===== config.mk =====
export PLATFORM = sky130hd
export DESIGN_NAME = dlp_host
export DESIGN_NICKNAME = d
export VERILOG_FILES = /design/src/hdl/dlp_pkg.sv /design/src/hdl/dlp_host.sv /design/src/hdl/dlp_regs.sv /design/src/hdl/dlp_timer.sv
export SDC_FILE = /design/constraint.sdc
export NUM_CORES = 1
export LEC_CHECK = 0
export BUFFER_PORTS_ARGS = -buffer_cell sky130_fd_sc_hd__buf_2
export CORE_MARGIN = 2
export CORE_UTILIZATION = 56
export CTS_BUF_LIST = sky130_fd_sc_hd__clkbuf_4
export DETAILED_ROUTE_END_ITERATION = 12
export GPL_ROUTABILITY_DRIVEN = 1
export PLACE_DENSITY = 0.82
export SYNTH_ARGS = -nofsm -noshare
export SYNTH_HDL_FRONTEND = slang
export SYNTH_SLANG_ARGS = --single-unit

===== constraint.sdc =====
create_clock -name sys_clk -period 2.79 [get_ports sys_clk]
set_clock_uncertainty 0.15 [all_clocks]
set_input_delay 0.6975 -clock sys_clk [delete_from_list [all_inputs] [get_ports sys_clk]]
set_output_delay 0.6975 -clock sys_clk [all_outputs]
set_load 0.01 [all_outputs]

===== src/hdl/dlp_pkg.sv =====
// Purpose: shared constants for the converter parallel-port controller
// Assumes: 20 MHz sys_clk, register port driven by local software
// Notes:   timing counts derive from nanosecond figures
`default_nettype none
package dlp_pkg;
   // software register addresses
   localparam logic [3:0] ADDR_CODE   = 4'h0; // code and settings
   localparam logic [3:0] ADDR_CTRL   = 4'h1; // command bits
   localparam logic [3:0] ADDR_STATUS = 4'h2; // busy and shadow state
   localparam logic [3:0] ADDR_CFG    = 4'h3; // mode selection
   // field positions in the code register
   localparam int CODE_W        = 12;
   localparam int POS_DOUBLE    = 12;
   localparam int POS_REFBUF    = 13;
   // control bits
   localparam int CTRL_WRITE    = 0;
   localparam int CTRL_LOAD     = 1;
   localparam int CTRL_WIPE     = 2;
   localparam int CTRL_WRLOAD   = 3;
   // configuration bits
   localparam int CFG_BYTEWIDE  = 0;
   // placement of settings on the bus
   localparam int WIDE_DOUBLE   = 14;
   localparam int WIDE_REFBUF   = 15;
   localparam int BYTE_DOUBLE   = 6;
   localparam int BYTE_REFBUF   = 7;
   // strobe timing
   localparam int CLK_NS        = 50;
   localparam int PULSE_NS      = 100;
   localparam int SETUP_NS      = 50;
   localparam int PULSE_CYC = (PULSE_NS + CLK_NS - 1) / CLK_NS;
   localparam int SETUP_CYC = (SETUP_NS + CLK_NS - 1) / CLK_NS;
   // reset values
   localparam logic [15:0] CODE_RST = 16'h0000;
   localparam logic        CFG_RST  = 1'b0;
   typedef enum logic [3:0] {
      ST_IDLE  = 4'b0000,
      ST_SETUP = 4'b0001,
      ST_WRLOW = 4'b0010,
      ST_HOLD  = 4'b0011,
      ST_GAP   = 4'b0100,
      ST_LOAD  = 4'b0101,
      ST_WIPE  = 4'b0110
   } dlp_state_t;
endpackage
`default_nettype wire


===== src/hdl/dlp_host.sv =====
// Purpose: host controller driving a parallel-load converter port
// Assumes: one converter, select strobe owned here, no read-back pins
// Notes:   writes complete on latch_strobe_n rising with select low
//
// Notes on behaviour
// device samples both setting lines with every write
// load strobe low applies settings and code together
// host bus is wider than the code to carry the settings
// wide bus: code right-justified, settings in top two bits
// shared setting lines; each device latches only when selected
// byte variant uses only low four bits of upper byte as code
// byte bus: bit 6 carries doubling, bit 7 carries reference buffer
// byte variant: low byte, then upper byte, then load strobe
// low-byte write also latches bits 6 and 7, later overwritten
// upper-byte write stores bits 0..3 as code 8..11
// write is select low with latch strobe rising; byte chosen by select
// load strobe low during write loads both registers
// device powers up cleared, unbuffered, unity range
// upper_byte_select steers each write to upper or lower byte
// wipe_n low clears every device register
// applied settings hold until the next load strobe
`default_nettype none
module dlp_host (
   input  wire logic        sys_clk,
   input  wire logic        rst,
   input  wire logic [3:0]  addr,
   input  wire logic [15:0] wdata,
   input  wire logic        wr,
   input  wire logic        rd,
   output logic [15:0]      rdata,
   output logic [15:0]      bus_bit,
   output logic             chip_select_n,
   output logic             latch_strobe_n,
   output logic             dac_load_strobe_n,
   output logic             upper_byte_select,
   output logic             wipe_n
);
   logic [15:0] code_reg;
   logic        cfg_bytewide;
   logic [3:0]  ctrl_pulse;
   logic [15:0] status;
   dlp_pkg::dlp_state_t state;
   dlp_pkg::dlp_state_t next_state;
   logic        phase_upper;
   logic        load_with_write;
   logic        tmr_start;
   logic [3:0]  tmr_len;
   logic        tmr_done;
   logic [15:0] shadow_applied;

   dlp_regs u_regs (
      .sys_clk      (sys_clk),
      .rst          (rst),
      .addr         (addr),
      .wdata        (wdata),
      .wr           (wr),
      .rd           (rd),
      .status       (status),
      .rdata        (rdata),
      .code_reg     (code_reg),
      .cfg_bytewide (cfg_bytewide),
      .ctrl_pulse   (ctrl_pulse)
   );

   dlp_timer #(.W(4)) u_timer (
      .sys_clk (sys_clk),
      .rst     (rst),
      .start   (tmr_start),
      .len     (tmr_len),
      .done    (tmr_done)
   );

   // decoded commands; a command while busy is dropped
   wire busy      = (state != dlp_pkg::ST_IDLE);
   wire cmd_wr    = ctrl_pulse[dlp_pkg::CTRL_WRITE] && !busy;
   wire cmd_load  = ctrl_pulse[dlp_pkg::CTRL_LOAD] && !busy;
   wire cmd_wipe  = ctrl_pulse[dlp_pkg::CTRL_WIPE] && !busy;
   wire cmd_wrld  = ctrl_pulse[dlp_pkg::CTRL_WRLOAD];

   // settings fields held by software
   wire set_double = code_reg[dlp_pkg::POS_DOUBLE];
   wire set_refbuf = code_reg[dlp_pkg::POS_REFBUF];

   // wide word: code from bit 0, settings in the top two bits
   wire [15:0] wide_word = {set_refbuf, set_double, 2'b00,
                            code_reg[dlp_pkg::CODE_W-1:0]};

   // byte words; low byte is pure code, upper byte carries settings
   wire [15:0] low_word  = {8'h00, code_reg[7:0]};
   wire [15:0] high_word = {8'h00, set_refbuf, set_double, 2'b00,
                            code_reg[11:8]};

   // code bits 7:6 land in the device settings on the low write;
   // harmless, the upper write overwrites them before any load
   wire [15:0] drive_word = !cfg_bytewide ? wide_word :
                            (phase_upper ? high_word : low_word);

   // status word for software
   assign status = {shadow_applied[15:14], 12'h000, cfg_bytewide, busy};

   // sequencer
   always_comb begin
      next_state = state;
      tmr_start  = 1'b0;
      tmr_len    = 4'(dlp_pkg::SETUP_CYC);
      case (state)
         dlp_pkg::ST_IDLE: begin
            if (cmd_wipe) begin
               next_state = dlp_pkg::ST_WIPE;
               tmr_start  = 1'b1;
               tmr_len    = 4'(dlp_pkg::PULSE_CYC);
            end else if (cmd_wr) begin
               next_state = dlp_pkg::ST_SETUP;
               tmr_start  = 1'b1;
            end else if (cmd_load) begin
               next_state = dlp_pkg::ST_LOAD;
               tmr_start  = 1'b1;
               tmr_len    = 4'(dlp_pkg::PULSE_CYC);
            end
         end
         dlp_pkg::ST_SETUP: begin
            if (tmr_done) begin
               next_state = dlp_pkg::ST_WRLOW;
               tmr_start  = 1'b1;
               tmr_len    = 4'(dlp_pkg::PULSE_CYC);
            end
         end
         dlp_pkg::ST_WRLOW: begin
            if (tmr_done) begin
               next_state = dlp_pkg::ST_HOLD;
               tmr_start  = 1'b1;
            end
         end
         dlp_pkg::ST_HOLD: begin
            if (tmr_done) begin
               if (cfg_bytewide && !phase_upper) begin
                  next_state = dlp_pkg::ST_GAP;
                  tmr_start  = 1'b1;
               end else if (load_with_write) begin
                  next_state = dlp_pkg::ST_IDLE;
               end else begin
                  next_state = dlp_pkg::ST_IDLE;
               end
            end
         end
         dlp_pkg::ST_GAP: begin
            if (tmr_done) begin
               next_state = dlp_pkg::ST_SETUP;
               tmr_start  = 1'b1;
            end
         end
         dlp_pkg::ST_LOAD, dlp_pkg::ST_WIPE: begin
            if (tmr_done) next_state = dlp_pkg::ST_IDLE;
         end
         default: next_state = dlp_pkg::ST_IDLE;
      endcase
   end

   // state register and sequence flags
   always_ff @(posedge sys_clk or posedge rst) begin
      if (rst) begin
         state           <= dlp_pkg::ST_IDLE;
         phase_upper     <= 1'b0;
         load_with_write <= 1'b0;
      end else begin
         state <= next_state;
         if (state == dlp_pkg::ST_IDLE && cmd_wr) begin
            phase_upper     <= 1'b0;
            load_with_write <= cmd_wrld;
         end else if (state == dlp_pkg::ST_HOLD && tmr_done) begin
            // set before the gap so bus and byte select settle early
            phase_upper <= cfg_bytewide && !phase_upper;
         end
      end
   end

   // final write of a sequence, where a write-with-load applies all
   wire last_write = !cfg_bytewide || phase_upper;
   wire frame_next = (next_state == dlp_pkg::ST_SETUP) ||
                     (next_state == dlp_pkg::ST_WRLOW) ||
                     (next_state == dlp_pkg::ST_HOLD);
   // load stays low past the latch rise so the device sees a write
   // under load, not a race between the two rising edges
   wire load_next  = (next_state == dlp_pkg::ST_LOAD) ||
                     (load_with_write && last_write &&
                      (next_state == dlp_pkg::ST_WRLOW ||
                       next_state == dlp_pkg::ST_HOLD));

   // pin drive; chip select framed around each write only
   always_ff @(posedge sys_clk or posedge rst) begin
      if (rst) begin
         bus_bit           <= 16'h0000;
         chip_select_n     <= 1'b1;
         latch_strobe_n    <= 1'b1;
         dac_load_strobe_n <= 1'b1;
         upper_byte_select <= 1'b0;
         wipe_n            <= 1'b1;
      end else begin
         bus_bit           <= drive_word;
         upper_byte_select <= cfg_bytewide && phase_upper;
         chip_select_n     <= !frame_next;
         latch_strobe_n    <= !(next_state == dlp_pkg::ST_WRLOW);
         dac_load_strobe_n <= !load_next;
         wipe_n            <= !(next_state == dlp_pkg::ST_WIPE);
      end
   end

   // mirror of the settings the device is now applying
   always_ff @(posedge sys_clk or posedge rst) begin
      if (rst) begin
         shadow_applied <= 16'h0000;
      end else if (state == dlp_pkg::ST_WIPE) begin
         shadow_applied <= 16'h0000;
      end else if (!dac_load_strobe_n && state != dlp_pkg::ST_WRLOW) begin
         shadow_applied <= {set_refbuf, set_double, 14'h0000};
      end else if (!dac_load_strobe_n && last_write) begin
         shadow_applied <= {set_refbuf, set_double, 14'h0000};
      end
   end
endmodule
`default_nettype wire


===== src/hdl/dlp_regs.sv =====
// Purpose: software register port of the controller
// Assumes: strobes one cycle long, never together
// Notes:   read data valid only the cycle after the strobe
`default_nettype none
module dlp_regs (
   input  wire logic        sys_clk,
   input  wire logic        rst,
   input  wire logic [3:0]  addr,
   input  wire logic [15:0] wdata,
   input  wire logic        wr,
   input  wire logic        rd,
   input  wire logic [15:0] status,
   output logic [15:0]      rdata,
   output logic [15:0]      code_reg,
   output logic             cfg_bytewide,
   output logic [3:0]       ctrl_pulse
);
   wire sel_code = wr && (addr == dlp_pkg::ADDR_CODE);
   wire sel_ctrl = wr && (addr == dlp_pkg::ADDR_CTRL);
   wire sel_cfg  = wr && (addr == dlp_pkg::ADDR_CFG);
   logic [15:0] next_rdata;
   // unmapped addresses read zero
   always_comb begin
      case (addr)
         dlp_pkg::ADDR_CODE:   next_rdata = code_reg;
         dlp_pkg::ADDR_STATUS: next_rdata = status;
         dlp_pkg::ADDR_CFG:    next_rdata = {15'h0000, cfg_bytewide};
         default:              next_rdata = 16'h0000;
      endcase
   end
   // stores, command pulses and read return
   always_ff @(posedge sys_clk or posedge rst) begin
      if (rst) begin
         code_reg     <= dlp_pkg::CODE_RST;
         cfg_bytewide <= dlp_pkg::CFG_RST;
         ctrl_pulse   <= 4'h0;
         rdata        <= 16'h0000;
      end else begin
         if (sel_code) code_reg <= wdata;
         if (sel_cfg) cfg_bytewide <= wdata[dlp_pkg::CFG_BYTEWIDE];
         ctrl_pulse <= sel_ctrl ? wdata[3:0] : 4'h0;
         rdata      <= rd ? next_rdata : 16'h0000;
      end
   end
endmodule
`default_nettype wire


===== src/hdl/dlp_timer.sv =====
// Purpose: cycle down-counter for strobe widths
// Assumes: start wins over a running count
// Notes:   done is high in the last cycle of the count, so a state
//          started with len n lasts exactly n cycles
`default_nettype none
module dlp_timer #(
   parameter int W = 4
) (
   input  wire logic         sys_clk,
   input  wire logic         rst,
   input  wire logic         start,
   input  wire logic [W-1:0] len,
   output logic              done
);
   logic [W-1:0] cnt;
   logic         run;
   // done decoded, not registered: a registered flag adds a cycle
   assign done = run && (cnt == W'(1));
   // load on start, count down to zero and hold there
   always_ff @(posedge sys_clk or posedge rst) begin
      if (rst) begin
         cnt  <= '0;
         run  <= 1'b0;
      end else if (start) begin
         cnt  <= len;
         run  <= 1'b1;
      end else begin
         run  <= run && (cnt > 1);
         cnt  <= (cnt > 0) ? cnt - 1'b1 : cnt;
      end
   end
endmodule
`default_nettype wire


# Word level (Yosys, flattened, before mapping)
# Index checks and enable logic that the tools add are counted.
[word_totals]
regBits = 85
out_inout_bits = 37
[op_classes]
n_addsub = 1
magnitude_cmp = 2
eq_ne = 16
n_mux = 35
reduce_logical = 37
[op_table]
columns = ["cell", "count"]
rows = [
  ["$mux W16", 5],
  ["$pmux W16 S3", 1],
  ["$mux W4", 11],
  ["$eq A4 B2 Y1 const B", 6],
  ["$pmux W4 S6", 1],
  ["$eq A4 B3 Y1 const B", 5],
  ["$eq A4 B1 Y1 const B", 4],
  ["$logic_and A1 B1 Y1", 16],
  ["$mux W1", 9],
  ["$gt A4 B1 Y1 const B", 2],
  ["$logic_not A1 Y1", 8],
  ["$logic_not A4 Y1", 2],
  ["$mux W2", 4],
  ["$mux W8", 1],
  ["$logic_or A1 B1 Y1", 5],
  ["$ne A4 B2 Y1 const B", 1],
  ["$pmux W2 S2", 1],
  ["$reduce_bool A2 Y1", 2],
  ["$reduce_bool A4 Y1", 1],
  ["$sub A4 B1 Y4 const B", 1],
  ["$mux W3", 1],
  ["$pmux W1 S3", 1],
  ["$reduce_bool A3 Y1", 1],
  ["$reduce_or A3 Y1", 1],
  ["$reduce_or A2 Y1", 1],
]

# Logic depth before layout (Yosys ltp)
# Gate-level depths: netlist of the first run.
[logic_depth]
ltp_word = 12
mapped_depth = 8
mapped_depth_nobuf = 6

# By module
# A second synthesis of the first run with hierarchy kept.
[unflattened]
cells_unflattened = 242
hier_area_um2 = 3034.2
[modules_own_cells]
columns = ["module", "instances", "cells_per_inst", "area_each_um2", "seq_area_each_um2"]
rows = [
  ["dlp_regs", 1, 105, 1524.0, 925.9],
  ["dlp_host", 1, 108, 1212.4, 680.7],
  ["dlp_timer", 1, 29, 297.8, 125.1],
]

# Worst setup path after synthesis of the first run
# OpenSTA, ideal clock, no wires.
[synth_timing]
path_kind = "input -> register"
from = "input port addr[1]"
to = "register u_regs.code_reg[0]"
setup_time_ns = 0.128
t_arrival_ns = 1.727
required_time_ns = 2.512
slack_ns = 0.786
stages = 5
n_path_buf = 2
cell_sequence = "buf_2 nor2_1 nand3_1 buf_2 mux2_1"
[synth_via]
elab_chain_cells = 2
[synth_lines]
columns = ["item", "line", "text"]
rows = [
  ["start: declaration", "dlp_host.sv:26", "input wire logic [3:0] addr,"],
  ["$logic_not A4 Y1", "dlp_regs.sv:18", "wire sel_code = wr && (addr == dlp_pkg::ADDR_CODE);"],
  ["$logic_and A1 B1 Y1", "dlp_regs.sv:18", ""],
  ["end signal: assignment", "dlp_regs.sv:34", "code_reg <= dlp_pkg::CODE_RST;"],
  ["end signal: assignment", "dlp_regs.sv:39", "if (sel_code) code_reg <= wdata;"],
  ["end: declaration", "dlp_regs.sv:14", "output logic [15:0] code_reg,"],
]
# Every way passes these cells.
# A chain may end at the register's enable or synchronous reset.

# Worst setup path after layout of the first run
[layout_timing]
from = "register u_timer.cnt[1]"
to = "register wipe_n"
[layout_via]
elab_chain_cells = 6
word_cells_on_any_way = 10
classes_between = "eq/ne: 2; mux: 6; reduce/logical: 2"
[layout_lines]
columns = ["item", "line", "text"]
rows = [
  ["start: declaration", "dlp_timer.sv:15", "logic [W-1:0] cnt;"],
  ["start signal: assignment", "dlp_timer.sv:25", "cnt <= len;"],
  ["start signal: assignment", "dlp_timer.sv:29", "cnt <= (cnt > 0) ? cnt - 1'b1 : cnt;"],
  ["$eq A4 B1 Y1 *", "dlp_timer.sv:18", "assign done = run && (cnt == W'(1));"],
  ["$logic_and A1 B1 Y1 *", "dlp_timer.sv:18", ""],
  ["$mux W4 (on tied branches)", "-", ""],
  ["$pmux W4 S6 *", "dlp_host.sv:106", "case (state)"],
  ["via next_state[0]", "dlp_host.sv:43", "dlp_pkg::dlp_state_t next_state;"],
  ["$eq A4 B3 Y1 *", "dlp_host.sv:204", "wipe_n <= !(next_state == dlp_pkg::ST_WIPE);"],
  ["$logic_not A1 Y1 *", "dlp_host.sv:204", ""],
  ["end signal: assignment", "dlp_host.sv:204", ""],
  ["end: declaration", "dlp_host.sv:36", "output logic wipe_n"],
]
# Mark *: on every way through the listed nets, which the timed path passes. The rest lies on a longest branch.

==> flow_summary_export.csv, run 1 <==
group,metric,value,unit
outcome,outcome,"complete, no violations",
sta,slew_viol_final,0,
logic_synthesis,ys_warn_count,0,
clock_tree,cts_buffers,9,
finish,layout-drive-gt1-share,35.4,%
routing,drt_iter0_markers,140,
sta,setup_tns,0,ns
logic_synthesis,synth_cell_types,51,
floorplan,rows,25,
hold_path,hold_path_class,"input port to asynchronous set/reset pin",
sta,min_period,2.24,ns
worst_setup_path,arrival,2.43,ns
clock_tree,cts.path.max_buffers,2,
clock_tree,clkTransAtPathRegs,0.12,ns
worst_setup_path,cp_slowest_cell,"a221oi_2",
sta,timing.final.crit_share,80.4,%
worst_setup_path,critPathBufInv,1,
logic_synthesis,async_flop_share,100,%
clock_tree,root_buffer,"clkbuf_4",
logic_synthesis,synthTopCellsByCount,"dfrtp_1 (65), and2_1 (19), nor2_1 (15), mux2_2 (13), mux2_1 (11)",
finish,syn2layout_area_growth,17.5,%
logic_synthesis,synth_most_common_cell,"dfrtp_1",
floorplan,dieHeight,75.4,um
global_routing,grt_usage,20.2,%
logic_synthesis,synth_top_area_share,57.0,%
routing,via_per_inst,5.22,
clock_tree,h-tree-depth,3,
global_routing,grt_max_degree,70,
worst_setup_path,path_cells,"inv_1, ha_1, nor4bb_4, o21ai_1, a221oi_2, nand3b_1",
placed_design,post-place-ws,0.571,ns
sta,hold_viol,0,
power_and_ir_drop,power.density,734,nW/um^2
sta,timing.final.ws_setup,0.548,ns
placed_design,hpwl,3600,um
sta,setup_viol,0,
worst_setup_path,crit_path_max_fanout,11,
logic_synthesis,syn_inst,219,
worst_setup_path,cp-start-kind,"flip-flop",
global_routing,grt_pass1_vias,1746,
finish,postLayoutCoreUtil,69.6,%
sta,slew-limit-headroom,60.2,%
power_and_ir_drop,finalPower,2.46,mW
power_and_ir_drop,ir_worst_vdd,618,uV
sta,worst_hold_slack,0.193,ns
clock_tree,clock_latency,0.41,ns
global_routing,grt_pass1_wl,8150,um
floorplan,core_area,4820,um^2
sta,rsz0062_at_grt,"false",
worst_setup_path,critPathKind,"flip-flop to flip-flop",
sta,worst_slew_pin_slew,0.595,ns
worst_setup_path,critPathMaxStageDelay,0.49,ns
placed_design,place_congestion,0.866,
global_routing,grt.overflow.total,0,
clock_tree,post_cts_buffers,0,
routing,first_pass_iters,4,
logic_synthesis,synth_area_leader_cell,"dfrtp_1",
routing,drc,0,
floorplan,die_area,5680,um^2
power_and_ir_drop,p_leak,1.68,nW
logic_synthesis,ys_ff_latch,69,
routing,wirelength,5300,um
clock_tree,cts_tree,"built",
floorplan,ios,61,
sta,max_freq,446,MHz
worst_setup_path,worstPathRequired,2.97,ns
worst_setup_path,path_delay_family,"simple AND/OR/NAND/NOR gates",
finish,antenna-diode-count,0,
worst_setup_path,crit_path_end_kind,"flip-flop",
logic_synthesis,synth_area_per_cell,13.0,um^2
routing,wire_per_inst,15.1,um
routing,vias,1838,
floorplan,start_util,59.2,%
logic_synthesis,ys.flop_type,"dfrtp_1",
worst_setup_path,r2r_setup_slack,0.55,ns
routing,antenna_left,0,
logic_synthesis,synth_area_leaders,"dfrtp_1 (57%), mux2_2 (5.1%), mux2_1 (4.3%), and2_1 (4.2%), dfstp_2 (3.7%)",
logic_synthesis,synth_enable_flop_cells,0,
logic_synthesis,syn_area,2850,um^2
run,maxCapViolCount,0,
finish,nets,308,
logic_synthesis,yosysSeqAreaShare,60.7,%
placed_design,port_buffers,58,
clock_tree,postCtsHoldBufs,0,
global_routing,antenna_found_initial,0,
clock_tree,cts_resized,0,
clock_tree,cts_sinks,69,
floorplan,die_w,75.4,um
==> cell type report <==
type / instances / area (um^2)
Multi-Input combinational cell: 132 / 1020
Clock buffer: 9 / 67.6
Timing Repair Buffer: 61 / 325
Tap cell: 67 / 83.8
Sequential cell: 69 / 1730
Clock inverter: 6 / 88.8
Inverter: 8 / 30.0
Fill cell: 352 / 1470
==> where the power goes <==
part	switching [mW]	leakage [nW]	total [mW]	internal (mW)
clock	0.352	0.0780	0.710	0.358
sequential	0.129	0.889	1.29	1.16
combinational	0.225	0.709	0.459	0.234
==> worst reg2reg max path, delay by kind of cell (launching register included) <==
family,cells,cell delay [ns]
AND/OR/NAND/NOR,2,0.67
AO/OA/AOI/OAI,2,0.66
flip-flops,1,0.41
adder cells (fa/ha/maj),1,0.17
buffers and inverters,1,0.11
==> per-layer routing <==
layer / up-vias / track usage (%) / share of wire, %
met4: 0 / 9.36 / 1.7
met5: - / 0 / 0
met3: 7 / 5.29 / 5.1
met2: 56 / 31.4 / 48
met1: 898 / 27.0 / 45
li1: 877 / - / -
==> worst paths after layout <==
path | from | to | depth (start not counted)
setup reg to reg | u_timer.cnt[1] | wipe_n | 6
hold reg to reg | u_regs.ctrl_pulse[3] | load_with_write | 1
setup / recovery | u_timer.cnt[1] | wipe_n | 6
hold / removal | rst | u_regs.rdata[7] | 3
min in group sys_clk | u_regs.ctrl_pulse[3] | load_with_write | 1
max in group asynchronous | rst | dac_load_strobe_n | 3
==> cells by family after synthesis <==
| group | after synthesis | synth area share, % |
|---|---|---|
| buffers and inverters | 20 | 3.64 |
| AO/OA/AOI/OAI | 28 | 8.42 |
| multiplexers | 29 | 11.2 |
| AND/OR/NAND/NOR | 65 | 13.3 |
| flip-flops | 69 | 60.7 |
| other | 1 | 0.132 |
| adder cells (fa/ha/maj) | 3 | 1.32 |
| XOR/XNOR | 4 | 1.23 |
==> per-stage QoR <==
step,instances,instance area (um^2)
floorplan,221,2860
CTS,352,3350
global placement,337,3190
finish,352,3350
global route,352,3350
detailed placement,337,3190
==> cell usage in the layout, fill, tap and decap left out, types with 2 or more instances in the layout <==
cell type   instances
dfrtp_1            65
buf_2              58
and2_1             19
nor2_1             15
mux2_2             13
mux2_1             11
nor2b_1             9
clkbuf_4            9
inv_1               7
mux2i_1             5
nor3_1              4
dfstp_2             4
or3_1               3
xnor2_1             3
nand3_1             3
nand2_1             3
o21ai_1             3
ha_1                3
conb_1              3
o21ai_0             2
o2111ai_1           2
nand4_1             2
o211ai_1            2
a21o_1              2
bufinv_16           2
clkinvlp_4          2
buf_4               2
No activity file was read; power rests on OpenSTA's default activity.
==> run 2: changes to the inputs <==
--- a/config.mk
+++ b/config.mk
@@ -7,11 +7,11 @@
 export LEC_CHECK = 0
 export BUFFER_PORTS_ARGS = -buffer_cell sky130_fd_sc_hd__buf_2
 export CORE_MARGIN = 2
-export CORE_UTILIZATION = 56
+export CORE_UTILIZATION = 51
 export CTS_BUF_LIST = sky130_fd_sc_hd__clkbuf_4
 export DETAILED_ROUTE_END_ITERATION = 12
 export GPL_ROUTABILITY_DRIVEN = 1
-export PLACE_DENSITY = 0.82
+export PLACE_DENSITY = 0.78
 export SYNTH_ARGS = -nofsm -noshare
 export SYNTH_HDL_FRONTEND = slang
 export SYNTH_SLANG_ARGS = --single-unit
==> constraint.sdc (replaced) <==
create_clock -name sys_clk -period 2 [get_ports sys_clk]
set_clock_uncertainty 0.15 [all_clocks]
set_input_delay 0.5 -clock sys_clk [delete_from_list [all_inputs] [get_ports sys_clk]]
set_output_delay 0.5 -clock sys_clk [all_outputs]
set_load 0.01 [all_outputs]
==> flow_summary_export.csv, run 2 (synthesis gave the netlist of run 1 again) <==
group,metric,value,unit
floorplan,ios,61,
worst_setup_path,critPathKind,"flip-flop to flip-flop",
routing,first_pass_iters,4,
finish,antenna-diode-count,0,
global_routing,antenna_found_initial,0,
worst_setup_path,crit_path_end_kind,"flip-flop",
routing,drc,0,
clock_tree,h-tree-depth,3,
sta,min_period,1.95,ns
global_routing,grt_usage,18.5,%
worst_setup_path,worstPathRequired,2.18,ns
clock_tree,postCtsHoldBufs,0,
floorplan,core_area,5440,um^2
worst_setup_path,arrival,2.13,ns
finish,layout_commonest_cell,"dfrtp_1",
floorplan,die_area,6210,um^2
routing,drt_iter0_markers,66,
global_routing,grt_max_degree,70,
power_and_ir_drop,ir_worst_vdd,630,uV
run,maxCapViolCount,0,
clock_tree,clock_latency,0.40,ns
finish,postLayoutCoreUtil,64.0,%
routing,antenna_left,0,
clock_tree,clkTransAtPathRegs,0.10,ns
sta,hold_viol,0,
placed_design,hpwl,3760,um
finish,layout-drive-gt1-share,40.4,%
power_and_ir_drop,power.density,960,nW/um^2
clock_tree,cts_buffers,9,
finish,nets,324,
worst_setup_path,cp-start-kind,"flip-flop",
placed_design,place_congestion,0.803,
finish,fillCellCount,429,
routing,via_per_inst,5.06,
outcome,outcome,"complete, no violations",
power_and_ir_drop,finalPower,3.34,mW
sta,setup_viol,0,
finish,syn2layout_area_growth,22.0,%
global_routing,grt_pass1_vias,1917,
floorplan,start_util,52.4,%
floorplan,die_w,78.8,um
power_and_ir_drop,p_leak,1.74,nW
clock_tree,cts_sinks,69,
routing,wirelength,5320,um
sta,max_freq,513,MHz
finish,layout_common_cells,"dfrtp_1 (65), buf_2 (58), and2_1 (19)",
clock_tree,cts.path.max_buffers,2,
routing,wire_per_inst,14.2,um
floorplan,dieHeight,78.8,um
sta,slew_viol_final,0,
hold_path,hold_path_class,"input port to asynchronous set/reset pin",
routing,vias,1894,
worst_setup_path,crit_path_max_fanout,6,
floorplan,rows,27,
global_routing,grt_pass1_wl,8670,um
placed_design,port_buffers,58,
clock_tree,root_buffer,"clkbuf_4",
global_routing,grt.overflow.total,0,
sta,timing.final.crit_share,97.5,%
clock_tree,cts_tree,"built",
==> run 2: final timing paths <==
path	depth (start not counted)	start	slack [ns]	end
setup reg to reg	8	u_timer.cnt[0]	0.05	chip_select_n
setup / recovery	8	u_timer.cnt[0]	0.05	chip_select_n
min in group sys_clk	2	wdata[4]	0.15	u_regs.code_reg[4]
hold reg to reg	1	u_regs.ctrl_pulse[3]	0.32	load_with_write
hold / removal	3	rst	0.03	u_regs.code_reg[14]
max in group asynchronous	3	rst	1.37	dac_load_strobe_n
==> run 2: timing repair <==
action,in CTS,in global routing
buffers inserted,2,1
resized for setup,1,6
pin swaps,1,2
endpoints found under the setup margin,7,9
==> run 2: through the flow <==
step | instance area [um^2] | hold WS, ns | worst slack [ns] | TNS (ns) | cells
finish | 3480 | 0.0259 | 0.0509 | 0 | 374
global route | 3480 | 0.0422 | -0.0212 | -0.0388 | 374
CTS | 3440 | 0.0284 | 0.0278 | 0 | 373
detailed placement | 3300 | 0.296 | -0.0918 | -0.355 | 355
global placement | 3300 | 0.297 | -0.00414 | -0.00414 | 355
floorplan | 2860 | 0.283 | 0.0422 | 0 | 221
==> run 2: area by class of cell <==
cell class,count,area [um^2],share of cell area (%)
tap,72,90.1,2.59
clock buffer,10,75.1,2.16
inverter,8,33.8,0.971
timing repair buffer,77,449,12.9
clock inverter,6,38.8,1.12
multi-input combinational,132,1060,30.5
sequential,69,1730,49.8
==> run 2: layer usage <==
metal / track usage, % / up-vias / wire, um
met3: 3.41 / 7 / 184
met1: 22.9 / 932 / 2310
met4: 9.47 / 0 / 95
li1: - / 913 / -
met5: 0 / - / 0
met2: 31.0 / 42 / 2740
==> run 2: worst max-delay path: stages (launching register included) <==
cell and delay (ns):
dfrtp_1 0.43, ha_4 0.17, nor4bb_4 0.14, buf_4 0.16, buf_4 0.13, a2111o_1 0.30, o211ai_1 0.14, buf_4 0.17
o21bai_2 0.10
==> run 2: where the power goes <==
| part | leakage [nW] | switching (mW) | total, mW | internal, mW |
|---|---|---|---|---|
| Combinational | 0.788 | 0.384 | 0.822 | 0.438 |
| Clock | 0.0626 | 0.488 | 0.755 | 0.267 |
| Sequential | 0.889 | 0.144 | 1.76 | 1.62 |
==> run 3: changes to the inputs <==
--- a/config.mk
+++ b/config.mk
@@ -12,6 +12,7 @@
 export DETAILED_ROUTE_END_ITERATION = 12
 export GPL_ROUTABILITY_DRIVEN = 1
 export PLACE_DENSITY = 0.78
+export REMOVE_ABC_BUFFERS = 1
 export SYNTH_ARGS = -nofsm -noshare
 export SYNTH_HDL_FRONTEND = slang
 export SYNTH_SLANG_ARGS = --single-unit
==> flow_summary_export.csv, run 3 (synthesis gave the netlist of run 1 again) <==
group,metric,value,unit
outcome,outcome,"finished with violations",
outcome,violations,"setup timing",
global_routing,grt_usage,19.8,%
routing,first_pass_iters,4,
worst_setup_path,cp-start-kind,"flip-flop",
floorplan,start_util,52.4,%
routing,antenna_left,0,
sta,setup_viol,3,
finish,finalNonFillerCells,378,
clock_tree,clock_latency,0.40,ns
placed_design,place_congestion,0.782,
finish,layout_common_cells,"dfrtp_1 (65), buf_2 (58), buf_4 (20)",
floorplan,core_area,5440,um^2
routing,via_per_inst,5.04,
worst_setup_path,crit_path_max_fanout,5,
run,maxCapViolCount,0,
clock_tree,clkTransAtPathRegs,0.12,ns
floorplan,die_w,78.8,um
routing,drt_iter0_markers,75,
global_routing,grt.overflow.total,0,
clock_tree,cts_tree,"built",
global_routing,grt_pass1_wl,9170,um
floorplan,rows,27,
sta,slew_viol_final,0,
worst_setup_path,arrival,2.22,ns
worst_setup_path,crit_start,"u_timer.cnt[1]",
routing,vias,1905,
finish,postLayoutCoreUtil,64.7,%
finish,syn2layout_area_growth,23.4,%
clock_tree,cts_sinks,69,
power_and_ir_drop,power.density,949,nW/um^2
placed_design,port_buffers,58,
worst_setup_path,critPathKind,"flip-flop to flip-flop",
power_and_ir_drop,p_leak,1.77,nW
finish,antenna-diode-count,0,
global_routing,antenna_found_initial,0,
global_routing,grt_max_degree,70,
finish,design_area,3520,um^2
clock_tree,cts_buffers,9,
hold_path,hold_start,"wdata[4]",
finish,nets,328,
sta,min_period,2.04,ns
routing,wirelength,5580,um
global_routing,grt_pass1_vias,1943,
sta,hold_viol,0,
worst_setup_path,crit_path_end_kind,"flip-flop",
sta,worst_hold_slack,0.150,ns
floorplan,dieHeight,78.8,um
routing,drc,0,
sta,rsz0062_at_grt,"true",
routing,wire_per_inst,14.8,um
clock_tree,root_buffer,"clkbuf_4",
power_and_ir_drop,ir_worst_vdd,581,uV
floorplan,ios,61,
finish,layout_commonest_cell,"dfrtp_1",
sta,timing.final.ws_setup,-0.0361,ns
placed_design,post-place-cells,354,
worst_setup_path,worstPathRequired,2.18,ns
placed_design,dpl_cell_area,3290,um^2
finish,layout-drive-gt1-share,40.8,%
clock_tree,cts.path.max_buffers,2,
hold_path,hold_path_class,"input port to flip-flop",
clock_tree,h-tree-depth,3,
power_and_ir_drop,finalPower,3.34,mW
floorplan,die_area,6210,um^2
sta,timing.final.crit_share,102,%
worst_setup_path,r2r_start,"u_timer.cnt[1]",
sta,max_freq,491,MHz
placed_design,hpwl,3760,um
[run 3: timing repair]
action / CTS / global route
hold buffers: 1 / 0
hold endpoints to repair: 17 / 0
gates resized for setup: 1 / 8
pin swaps: 2 / 8
setup endpoints to repair: 9 / 9
buffers inserted: 4 / 4
[run 3: worst paths after layout]
path | end | depth (start not counted) | slack (ns)
max in group asynchronous | wipe_n | 4 | 0.81
min in group asynchronous | bus_bit[2] | 4 | 0.55
worst max register to register | chip_select_n | 8 | -0.04
worst min-delay path | u_regs.code_reg[4] | 2 | 0.15
worst min register to register | load_with_write | 1 | 0.32
worst max-delay path | chip_select_n | 8 | -0.04
[run 3: per-stage QoR]
stage / setup TNS (ns) / worst slack, ns
after global routing: -0.671 / -0.135
after floorplan: -24.92 / -0.383
after global placement: -0.0108 / -0.00981
final: -0.0778 / -0.0361
after CTS: -0.0319 / -0.0319
after detailed placement: -0.479 / -0.108
[run 3: where the power goes]
| group | leakage [nW] | total (mW) | internal (mW) | switching [mW] |
|---|---|---|---|---|
| sequential | 0.889 | 1.78 | 1.62 | 0.156 |
| combinational | 0.813 | 0.813 | 0.426 | 0.387 |
| clock | 0.0661 | 0.752 | 0.267 | 0.485 |
| total | 1.77 | 3.34 | 2.31 | 1.03 |
[run 3: worst max-delay path: stages (launching register included)]
cell      delay [ns]
dfrtp_1         0.41
inv_2           0.08
ha_4            0.13
nor4bb_4        0.31
buf_4           0.21
o21ai_4         0.07
a221oi_4        0.37
buf_4           0.18
o21bai_4        0.06
[run 3: cell type report]
| class | instances | area (um^2) |
|---|---|---|
| inverters | 8 | 30.0 |
| flip-flops and latches | 69 | 1730 |
| repair buffers | 81 | 482 |
| fillers | 431 | 1920 |
| multi-input cells | 132 | 1070 |
| well taps | 72 | 90.1 |
| clock inverters | 6 | 40.0 |
| clock buffers | 10 | 75.1 |
[run 3: routing by layer]
metal	share of wire (%)	up-vias	wire length [um]	global-route usage, %
met5	0	-	0	0
met4	1.1	0	59	9.65
met3	4.5	7	251	4.77
met2	51	61	2840	31.9
met1	43	913	2430	25.3
li1	-	924	-	-
